**config.mk**
```make
export PLATFORM = sky130hd
export DESIGN_NAME = ptbi_timebase
export DESIGN_NICKNAME = d
export VERILOG_FILES = /design/src/hdl/ptbi_timebase.v
export VERILOG_INCLUDE_DIRS = /design/src /design/src/common
export SDC_FILE = /design/constraint.sdc
export NUM_CORES = 1
export LEC_CHECK = 0
export BUFFER_PORTS_ARGS = -buffer_cell sky130_fd_sc_hd__buf_2
export CORE_MARGIN = 2
export CORE_UTILIZATION = 35
export DETAILED_ROUTE_END_ITERATION = 10
export GPL_TIMING_DRIVEN = 0
export RECOVER_POWER = 100
export SLEW_MARGIN = 20
export SYNTH_ARGS = -nofsm -noshare
export SYNTH_HDL_FRONTEND = slang
export SYNTH_SLANG_ARGS = --single-unit
```
**constraint.sdc**
```tcl
create_clock -name SYS_CLK -period 1.9 [get_ports SYS_CLK]
set_input_delay 0.475 -clock SYS_CLK [delete_from_list [all_inputs] [get_ports SYS_CLK]]
set_output_delay 0.475 -clock SYS_CLK [all_outputs]
set_load 0.005 [all_outputs]
```
**src/common/ptbi_consts.vh**
```
`ifndef PTBI_CONSTS_VH
`define PTBI_CONSTS_VH

// register byte addresses
`define PTBI_ADDR_CONTROL 12'h000
`define PTBI_ADDR_STATUS 12'h004
`define PTBI_ADDR_MASK 12'h008
`define PTBI_ADDR_W 12

// timebase_control fields
`define PTBI_CTL_FLAG 7
`define PTBI_CTL_TAP_HI 6
`define PTBI_CTL_TAP_LO 4
`define PTBI_CTL_ACK 3
`define PTBI_CTL_IRQ_EN 2
`define PTBI_CTL_ENABLE 1

// status and mask fields
`define PTBI_ST_TICK 0
`define PTBI_ST_MISSED 1
`define PTBI_ST_W 2

// reset values
`define PTBI_TAP_RESET 3'h0
`define PTBI_ST_RESET 2'h0
`define PTBI_CNT_RESET 22'h000000
`define PTBI_RDATA_RESET 32'h00000000

// divider chain
`define PTBI_CNT_W 22
`define PTBI_IDX_W 5
`define PTBI_PRESCALE_SHIFT 5'h07
`define PTBI_CNT_ONE 22'h000001

// counter bit that rises at half of each tap's period (ratio 2^(bit+1))
`define PTBI_HALF_BIT_0 5'h0E
`define PTBI_HALF_BIT_1 5'h0C
`define PTBI_HALF_BIT_2 5'h0A
`define PTBI_HALF_BIT_3 5'h06
`define PTBI_HALF_BIT_4 5'h05
`define PTBI_HALF_BIT_5 5'h04
`define PTBI_HALF_BIT_6 5'h03
`define PTBI_HALF_BIT_7 5'h02

`endif

```
**src/hdl/ptbi_timebase.v**
```verilog
`timescale 1ns/1ps
`include "ptbi_consts.vh"

// Operation
// - while disabled the divider counter is held at zero; enabling restarts counting.
// - flag sets each time the half-period counter bit of the selected tap rises.
// - interrupt request goes out when flag and interrupt enable are both set.
// - writing one to acknowledge clears the flag; zero does nothing; reads zero.
// - first event after enable at half period, then every full period.
// - tap select gives ratios 32768, 8192, 2048, 128, 64, 32, 16, 8.
// - extra prescale option multiplies every ratio by 128.
// - event period equals divider value over source clock frequency.
// - divider advances once per oscillator clock enable pulse; the counter itself is clocked by the bus clock.
// - in stop mode counting continues only if the oscillator runs in stop.
// - counting and events continue during wait mode.
// - control register is not reachable by the CPU in wait or stop.
// - reset clears enable and interrupt enable, counter stopped at zero.
module ptbi_timebase (
  input wire SYS_CLK,
  input wire RESET_N,
  input wire PSEL,
  input wire PENABLE,
  input wire PWRITE,
  input wire [11:0] PADDR,
  input wire [31:0] PWDATA,
  output reg [31:0] PRDATA,
  output wire PREADY,
  output wire PSLVERR,
  input wire OSC_CLK_EN,
  input wire EXTRA_PRESCALE_OPTION,
  input wire OSC_RUN_IN_STOP_OPTION,
  input wire WAIT_MODE,
  input wire STOP_MODE,
  output wire IRQ
);

  // reset release
  reg rst_meta;
  reg rst_sync;
  wire rst_n;

  // registers
  reg timebase_enable;
  reg timebase_irq_enable;
  reg timebase_irq_flag;
  reg [2:0] divider_tap_select;
  reg missed_tick;
  reg missed_mask;

  // divider chain
  reg [`PTBI_CNT_W-1:0] count;
  wire [`PTBI_CNT_W-1:0] next_count;
  reg [`PTBI_CNT_W-1:0] next_counter;
  wire [`PTBI_IDX_W-1:0] half_bit;
  wire count_step;
  wire tick;
  wire osc_active;

  // bus decode
  wire setup_phase;
  wire access_phase;
  wire low_power;
  wire hit_control;
  wire hit_status;
  wire hit_mask;
  wire mapped;
  wire bus_ok;
  wire wr_control;
  wire wr_status;
  wire wr_mask;
  wire ack_write;
  wire status_w1c_tick;
  wire status_w1c_missed;
  reg [31:0] next_rdata;
  wire clear_flag;

  // next values
  reg next_enable;
  reg [2:0] next_tap;
  reg next_irq_enable;
  reg next_flag;
  reg next_missed;
  reg next_missed_mask;

  // half-period counter bit of each tap
  function [`PTBI_IDX_W-1:0] tap_base_bit;
    input [2:0] sel;
    begin
      case (sel)
        3'h0: tap_base_bit = `PTBI_HALF_BIT_0;
        3'h1: tap_base_bit = `PTBI_HALF_BIT_1;
        3'h2: tap_base_bit = `PTBI_HALF_BIT_2;
        3'h3: tap_base_bit = `PTBI_HALF_BIT_3;
        3'h4: tap_base_bit = `PTBI_HALF_BIT_4;
        3'h5: tap_base_bit = `PTBI_HALF_BIT_5;
        3'h6: tap_base_bit = `PTBI_HALF_BIT_6;
        3'h7: tap_base_bit = `PTBI_HALF_BIT_7;
        default: tap_base_bit = `PTBI_HALF_BIT_0;
      endcase
    end
  endfunction

  // tap index, with optional prescale shift
  function [`PTBI_IDX_W-1:0] tap_half_bit;
    input [2:0] sel;
    input prescale;
    begin
      if (prescale) begin
        tap_half_bit = tap_base_bit(sel) + `PTBI_PRESCALE_SHIFT;
      end else begin
        tap_half_bit = tap_base_bit(sel);
      end
    end
  endfunction

  // address match
  function addr_is;
    input [`PTBI_ADDR_W-1:0] addr;
    input [`PTBI_ADDR_W-1:0] target;
    begin
      addr_is = (addr == target);
    end
  endfunction

  // control register image, acknowledge always reads zero
  function [31:0] control_word;
    input flag;
    input [2:0] tap;
    input irq_en;
    input enable;
    begin
      control_word = `PTBI_RDATA_RESET;
      control_word[`PTBI_CTL_FLAG] = flag;
      control_word[`PTBI_CTL_TAP_HI:`PTBI_CTL_TAP_LO] = tap;
      control_word[`PTBI_CTL_ACK] = 1'b0;
      control_word[`PTBI_CTL_IRQ_EN] = irq_en;
      control_word[`PTBI_CTL_ENABLE] = enable;
    end
  endfunction

  // status and mask share one layout
  function [31:0] event_word;
    input tick_bit;
    input missed_bit;
    begin
      event_word = `PTBI_RDATA_RESET;
      event_word[`PTBI_ST_TICK] = tick_bit;
      event_word[`PTBI_ST_MISSED] = missed_bit;
    end
  endfunction

  // reset synchroniser
  always @(posedge SYS_CLK or negedge RESET_N) begin
    if (!RESET_N) begin
      rst_meta <= 1'b0;
      rst_sync <= 1'b0;
    end else begin
      rst_meta <= 1'b1;
      rst_sync <= rst_meta;
    end
  end

  assign rst_n = rst_sync;

  // oscillator keeps running unless stopped without the option
  assign osc_active = ~STOP_MODE | OSC_RUN_IN_STOP_OPTION;

  // one step per oscillator enable pulse
  assign count_step = timebase_enable & OSC_CLK_EN & osc_active;

  assign next_count = count + `PTBI_CNT_ONE;

  assign half_bit = tap_half_bit(divider_tap_select, EXTRA_PRESCALE_OPTION);

  // rising edge of the half bit: first at 2^k, then every 2^(k+1)
  assign tick = count_step & ~count[half_bit] & next_count[half_bit];

  // divider counter next value
  always @* begin
    next_counter = count;
    if (!timebase_enable) begin
      next_counter = `PTBI_CNT_RESET;
    end else if (count_step) begin
      next_counter = next_count;
    end
  end

  // divider counter
  always @(posedge SYS_CLK or negedge rst_n) begin
    if (!rst_n) begin
      count <= `PTBI_CNT_RESET;
    end else begin
      count <= next_counter;
    end
  end

  // bus phases
  assign setup_phase = PSEL & ~PENABLE;
  assign access_phase = PSEL & PENABLE;
  assign low_power = WAIT_MODE | STOP_MODE;

  assign hit_control = addr_is(PADDR, `PTBI_ADDR_CONTROL);
  assign hit_status = addr_is(PADDR, `PTBI_ADDR_STATUS);
  assign hit_mask = addr_is(PADDR, `PTBI_ADDR_MASK);
  assign mapped = hit_control | hit_status | hit_mask;

  // control blocked in low power
  assign bus_ok = mapped & ~(hit_control & low_power);

  // zero wait states
  assign PREADY = access_phase;
  assign PSLVERR = access_phase & ~bus_ok;

  assign wr_control = access_phase & PWRITE & hit_control & ~low_power;
  assign wr_status = access_phase & PWRITE & hit_status;
  assign wr_mask = access_phase & PWRITE & hit_mask;

  assign ack_write = wr_control & PWDATA[`PTBI_CTL_ACK];
  assign status_w1c_tick = wr_status & PWDATA[`PTBI_ST_TICK];
  assign status_w1c_missed = wr_status & PWDATA[`PTBI_ST_MISSED];
  assign clear_flag = ack_write | status_w1c_tick;

  // control field next values
  always @* begin
    next_enable = timebase_enable;
    next_tap = divider_tap_select;
    if (wr_control) begin
      next_enable = PWDATA[`PTBI_CTL_ENABLE];
      next_tap = PWDATA[`PTBI_CTL_TAP_HI:`PTBI_CTL_TAP_LO];
    end
  end

  // control fields
  always @(posedge SYS_CLK or negedge rst_n) begin
    if (!rst_n) begin
      timebase_enable <= 1'b0;
      divider_tap_select <= `PTBI_TAP_RESET;
    end else begin
      timebase_enable <= next_enable;
      divider_tap_select <= next_tap;
    end
  end

  // interrupt enable next value, aliased at mask bit 0
  always @* begin
    next_irq_enable = timebase_irq_enable;
    if (wr_control) begin
      next_irq_enable = PWDATA[`PTBI_CTL_IRQ_EN];
    end else if (wr_mask) begin
      next_irq_enable = PWDATA[`PTBI_ST_TICK];
    end
  end

  // interrupt enable
  always @(posedge SYS_CLK or negedge rst_n) begin
    if (!rst_n) begin
      timebase_irq_enable <= 1'b0;
    end else begin
      timebase_irq_enable <= next_irq_enable;
    end
  end

  // missed-tick mask next value
  always @* begin
    next_missed_mask = missed_mask;
    if (wr_mask) begin
      next_missed_mask = PWDATA[`PTBI_ST_MISSED];
    end
  end

  // missed-tick mask
  always @(posedge SYS_CLK or negedge rst_n) begin
    if (!rst_n) begin
      missed_mask <= 1'b0;
    end else begin
      missed_mask <= next_missed_mask;
    end
  end

  // flag next value: a tick wins over an acknowledge in the same cycle
  always @* begin
    next_flag = timebase_irq_flag;
    if (tick) begin
      next_flag = 1'b1;
    end else if (clear_flag) begin
      next_flag = 1'b0;
    end
  end

  // flag
  always @(posedge SYS_CLK or negedge rst_n) begin
    if (!rst_n) begin
      timebase_irq_flag <= 1'b0;
    end else begin
      timebase_irq_flag <= next_flag;
    end
  end

  // missed-tick next value: tick while flag still pending
  always @* begin
    next_missed = missed_tick;
    if (tick & timebase_irq_flag & ~clear_flag) begin
      next_missed = 1'b1;
    end else if (status_w1c_missed) begin
      next_missed = 1'b0;
    end
  end

  // missed tick
  always @(posedge SYS_CLK or negedge rst_n) begin
    if (!rst_n) begin
      missed_tick <= 1'b0;
    end else begin
      missed_tick <= next_missed;
    end
  end

  // interrupt request
  assign IRQ = (timebase_irq_flag & timebase_irq_enable) | (missed_tick & missed_mask);

  // read mux
  always @* begin
    next_rdata = `PTBI_RDATA_RESET;
    if (hit_control & ~low_power) begin
      next_rdata = control_word(timebase_irq_flag, divider_tap_select, timebase_irq_enable, timebase_enable);
    end else if (hit_status) begin
      next_rdata = event_word(timebase_irq_flag, missed_tick);
    end else if (hit_mask) begin
      next_rdata = event_word(timebase_irq_enable, missed_mask);
    end
  end

  // read data caught in the setup cycle
  always @(posedge SYS_CLK or negedge rst_n) begin
    if (!rst_n) begin
      PRDATA <= `PTBI_RDATA_RESET;
    end else if (setup_phase & ~PWRITE) begin
      PRDATA <= next_rdata;
    end
  end

endmodule // ptbi_timebase
```
==> results_tabular.tex <==
\begin{tabular}{lr}
\hline
Metric & Value \\
\hline
\multicolumn{2}{l}{\textbf{Status}} \\
Result of the run & complete, but fails checks \\
Failing checks & setup timing \\
\multicolumn{2}{l}{\textbf{Floorplan}} \\
Die Area & 10,000 µm² \\
Core region area & 9110 µm² \\
Initial cell density of the core & 35.4\% \\
I/O pin total & 89 \\
Floorplan die width & 100 µm \\
Row count & 35 \\
Height of the die & 100 µm \\
\multicolumn{2}{l}{\textbf{Logic synthesis}} \\
Count of flip-flops with a built-in enable after synthesis & 0 \\
Main combinational cell family by area after synthesis & simple AND/OR/NAND/NOR gates \\
Fraction of the mapped netlist area in compound gates & 18.8\% \\
Area leader, netlist & sky130\_fd\_sc\_hd\_\_dfrtp\_1 \\
Synth Register Bits & 39 \\
Arithmetic-cell share of the synthesized area counting full adders, half adders and majority gates & 0.776\% \\
Number of warning messages in the yosys log & 0 \\
Simple-gate area share of the yosys netlist & 26.4\% \\
Share of synthesized flip-flops with an asynchronous set or reset & 100\% \\
Synth top area cells & sky130\_fd\_sc\_hd\_\_dfrtp\_1 (30\%), sky130\_fd\_sc\_hd\_\_buf\_4 (5.8\%), sky130\_fd\_sc\_hd\_\_nand2\_1 (4.5\%), sky130\_fd\_sc\_hd\_\_xnor2\_1 (4.3\%), sky130\_fd\_sc\_hd\_\_and2\_1 (3.3\%) \\
Avg Synthesized Cell Area & 8.36 µm² \\
Sequential fraction of the synthesis area & 30.3\% \\
Area share of the largest cell type after synthesis & 30.3\% \\
Distinct cells, synth & 67 \\
Mux contribution to synthesized area & 5.82\% \\
Syn Inst Count & 386 \\
Top flip-flop cell by instance count after synthesis & sky130\_fd\_sc\_hd\_\_dfrtp\_1 \\
Post-synthesis xor/xnor area fraction & 7.29\% \\
Cell area after technology mapping & 3230 µm² \\
\multicolumn{2}{l}{\textbf{STA}} \\
Share of the clock period used by the worst path after layout & 134\% \\
Setup total negative slack & -1.37 ns \\
Transition time of the tightest slew-check pin & 0.536 ns \\
Setup repair after global routing missed its margin & yes \\
Final Hold Viols & 0 \\
Minimum period implied by the final worst setup slack & 2.55 ns \\
Count of final setup violators & 3 \\
Final-report max-slew violation count & 0 \\
Worst max-slew margin expressed relative to the limit & 64.1\% \\
Maximum clock rate & 392 MHz \\
Worst Skew & 0.00467 ns \\
Setup slack of the critical path after layout & -0.653 ns \\
\multicolumn{2}{l}{\textbf{Layout}} \\
Share of cells above drive strength 1 & 39.8\% \\
Number of diodes added for antenna fixing & 0 \\
Final std cell area, no fill & 4370 µm² \\
Layout overhead on the synthesized area & 35.5\% \\
Number of fill cells & 873 \\
Number of nets at the end of the flow & 532 \\
\multicolumn{2}{l}{\textbf{Clock tree}} \\
Clock buffer depth & 2 \\
Clk Tree Root Cell & sky130\_fd\_sc\_hd\_\_clkbuf\_8 \\
Number of clock buffers inserted by TritonCTS & 5 \\
Register clock-pin slew on the reported worst setup and hold paths & 0.09 ns \\
Clock H-tree levels & 2 \\
TritonCTS clock tree & done \\
Later-pin clock latency in the skew report & 0.30 ns \\
Number of sinks driven by the clock tree & 39 \\
\multicolumn{2}{l}{\textbf{Global route}} \\
Global Route met3 Usage & 2.37\% \\
Largest net degree at the start of global routing & 22 \\
Global-route wire length before repair & 14.4 mm \\
GR Util met1 & 23.8\% \\
GR Util All Layers & 17.6\% \\
Via count of the first global-routing pass & 2,865 \\
Gr busiest metal & met2 \\
GR met2 Demand/Resource & 29.9\% \\
Total gr overflow & 0 \\
Number of antenna violations at the first check in global routing & 0 \\
\multicolumn{2}{l}{\textbf{Critical path}} \\
Setup Crit Path Kind & flip-flop to flip-flop \\
Crit-path max FO & 8 \\
R2R cell count & 13 \\
Capture point of the worst reg-to-reg path & missed\_tick \\
Critical Path RT & 2.11 ns \\
Start of the worst register-to-register path & divider\_tap\_select[0] \\
Worst endpoint data arrival time & 2.76 ns \\
Setup slack on the worst flop-to-flop path & -0.65 ns \\
Startpoint type of the worst setup path & flip-flop \\
Critical Path Sink Type & flip-flop \\
\multicolumn{2}{l}{\textbf{Hold path}} \\
Class of the tightest hold or removal check & flip-flop to async pin \\
\multicolumn{2}{l}{\textbf{Routing}} \\
Number of routed nets with antenna violations & 0 \\
TritonRoute pass-1 iters & 4 \\
Detail-routed net length per standard cell & 15.0 µm \\
Total DRC errors in the routed layout & 0 \\
Vias & 3,078 \\
Vias per cell & 5.23 \\
Drt total wl & 8.82 mm \\
Number of violations reported at the end of detailed-routing iteration 0 & 202 \\
\multicolumn{2}{l}{\textbf{Power and ir drop}} \\
Net load switching power & 0.455 mW \\
Leakage power & 1.87 nW \\
Sequential group share of total power & 47.1\% \\
IR drop worst, VDD & 395 µV \\
Logic pwr share & 12.7\% \\
Clk pwr share & 40.2\% \\
Switching portion of total power & 25.3\% \\
Int Pwr & 1.34 mW \\
Total power per unit cell area & 411 nW/µm² \\
\multicolumn{2}{l}{\textbf{Place}} \\
Cell area after placement & 3760 µm² \\
GP Congestion & 0.839 \\
I/O Buffers & 37 \\
Detailed Place HPWL & 6.11 mm \\
\multicolumn{2}{l}{\textbf{Run}} \\
Max Cap Violations & 0 \\
\hline
\end{tabular}
power groups by stage:
stage	Sequential [mW]	Combinational (mW)	Clock, mW
5_1_grt	0.847	0.250	0.772
2_1_floorplan	0.865	0.127	0
3_5_place_dp	0.863	0.197	0
4_1_cts	0.846	0.208	0.742
6_report	0.845	0.227	0.722
3_3_place_gp	0.870	0.181	0
state kept, by name, indices dropped and copies added, names as in the netlist:
signal               flops
rst_meta                 1
timebase_enable          1
missed_tick              1
count                   22
timebase_irq_enable      1
missed_mask              1
divider_tap_select       3
timebase_irq_flag        1
rst_n                    1
PRDATA                   7
worst max-delay path by stage:
stage	startpoint	end	slack, ns	cells past startpoint
finish	divider_tap_select[0]	missed_tick	-0.65	13
global route	divider_tap_select[0]	missed_tick	-0.73	12
CTS	divider_tap_select[1]	timebase_irq_flag	-0.62	11
detailed placement	divider_tap_select[0]	timebase_irq_flag	-0.90	11
global placement	divider_tap_select[0]	timebase_irq_flag	-0.89	11
floorplan	divider_tap_select[0]	timebase_irq_flag	-0.59	11
synthesized netlist by cell type (all sizes together), types with 6 or more instances:
cell type	number
clkbuf	11
dfrtp	39
or2	6
mux2i	6
a21oi	10
a21boi	7
o21ai	22
nand3	13
a221oi	6
xor2	9
or3	6
nand2	40
nor4	7
xnor2	17
buf	37
nor3	13
nand4	9
nor2	23
o22ai	6
and2	18
inv	11
a211oi	7
stage by stage:
| step | power [mW] | hold slack [ns] | worst slack, ns | utilization (%) | instances |
|---|---|---|---|---|---|
| after floorplan | 0.992 | 0.179 | -0.585 | - | 410 |
| after global placement | 1.05 | 0.261 | -0.887 | 40.9 | 558 |
| after detailed placement | 1.06 | 0.215 | -0.900 | 41.3 | 559 |
| after CTS | 1.80 | 0.219 | -0.617 | 46.1 | 585 |
| after global routing | 1.87 | 0.244 | -0.733 | 48.0 | 588 |
| final | 1.80 | 0.200 | -0.653 | 48.0 | 588 |
area by class of cell:
cell class              count  area [µm²]  share of cell area (%)
repair buffers             62         430                    9.85
flip-flops and latches     39         987                    22.6
clock inverters             3        43.8                    1.00
inverters                  11        41.3                   0.945
multi-input cells         312        2300                    52.7
plain buffers              45         355                    8.13
well taps                 111         139                    3.18
clock buffers               5        68.8                    1.58
critical path, cell delays in order, from the launching register on:
cell and delay [ns]:
sky130_fd_sc_hd__dfrtp_2 0.45, sky130_fd_sc_hd__buf_12 0.14, sky130_fd_sc_hd__nor2_4 0.13, sky130_fd_sc_hd__nor2_4 0.06, sky130_fd_sc_hd__ha_4 0.16, sky130_fd_sc_hd__buf_8 0.13
sky130_fd_sc_hd__nand3b_1 0.15, sky130_fd_sc_hd__a21oi_1 0.18, sky130_fd_sc_hd__a221o_2 0.22, sky130_fd_sc_hd__buf_4 0.14, sky130_fd_sc_hd__o211ai_1 0.07, sky130_fd_sc_hd__a31oi_1 0.18
sky130_fd_sc_hd__nand4_1 0.19, sky130_fd_sc_hd__o31ai_2 0.25
what timing repair did:
item	4_1_cts	5_1_grt
hold endpoints to repair	2	0
buffers inserted	18	5
resized for setup	44	36
hold buffers	1	0
pin swaps	23	23
setup endpoints to repair	15	17
metal layers:
| metal | part of all wire (%) | vias to the layer above |
|---|---|---|
| met5 | 0 | - |
| met4 | 1.1 | 0 |
| met3 | 5.1 | 8 |
| met2 | 49 | 98 |
| met1 | 45 | 1454 |
| li1 | - | 1518 |
cell families after synthesis:
logic type / count (synthesis)
AOI/OAI and AO/OA: 86
xor gates and xnor gates: 26
adders and majority gates: 2
buffers and inverters: 59
DFF: 39
muxes: 14
other: 2
and+or+nand+nor: 158
cells in the final DEF, fill, tap and decap left out, drive strengths merged, types with 4 or more instances in the layout:
cell type	n
a21boi	7
nor2b	4
o21ai	22
nor4	7
mux2i	6
xor2	9
nand2b	5
and2	18
or3	6
a211oi	7
inv	11
dfrtp	39
nand4	9
clkbuf	13
o211ai	5
nor3	13
buf	98
xnor2	17
a21oi	10
a221oi	6
o22ai	6
or2	6
nor2	23
conb	26
nand2	40
nand3	13
mux2	5
and3	5
Note: power is estimated with default switching activity, not from simulation.
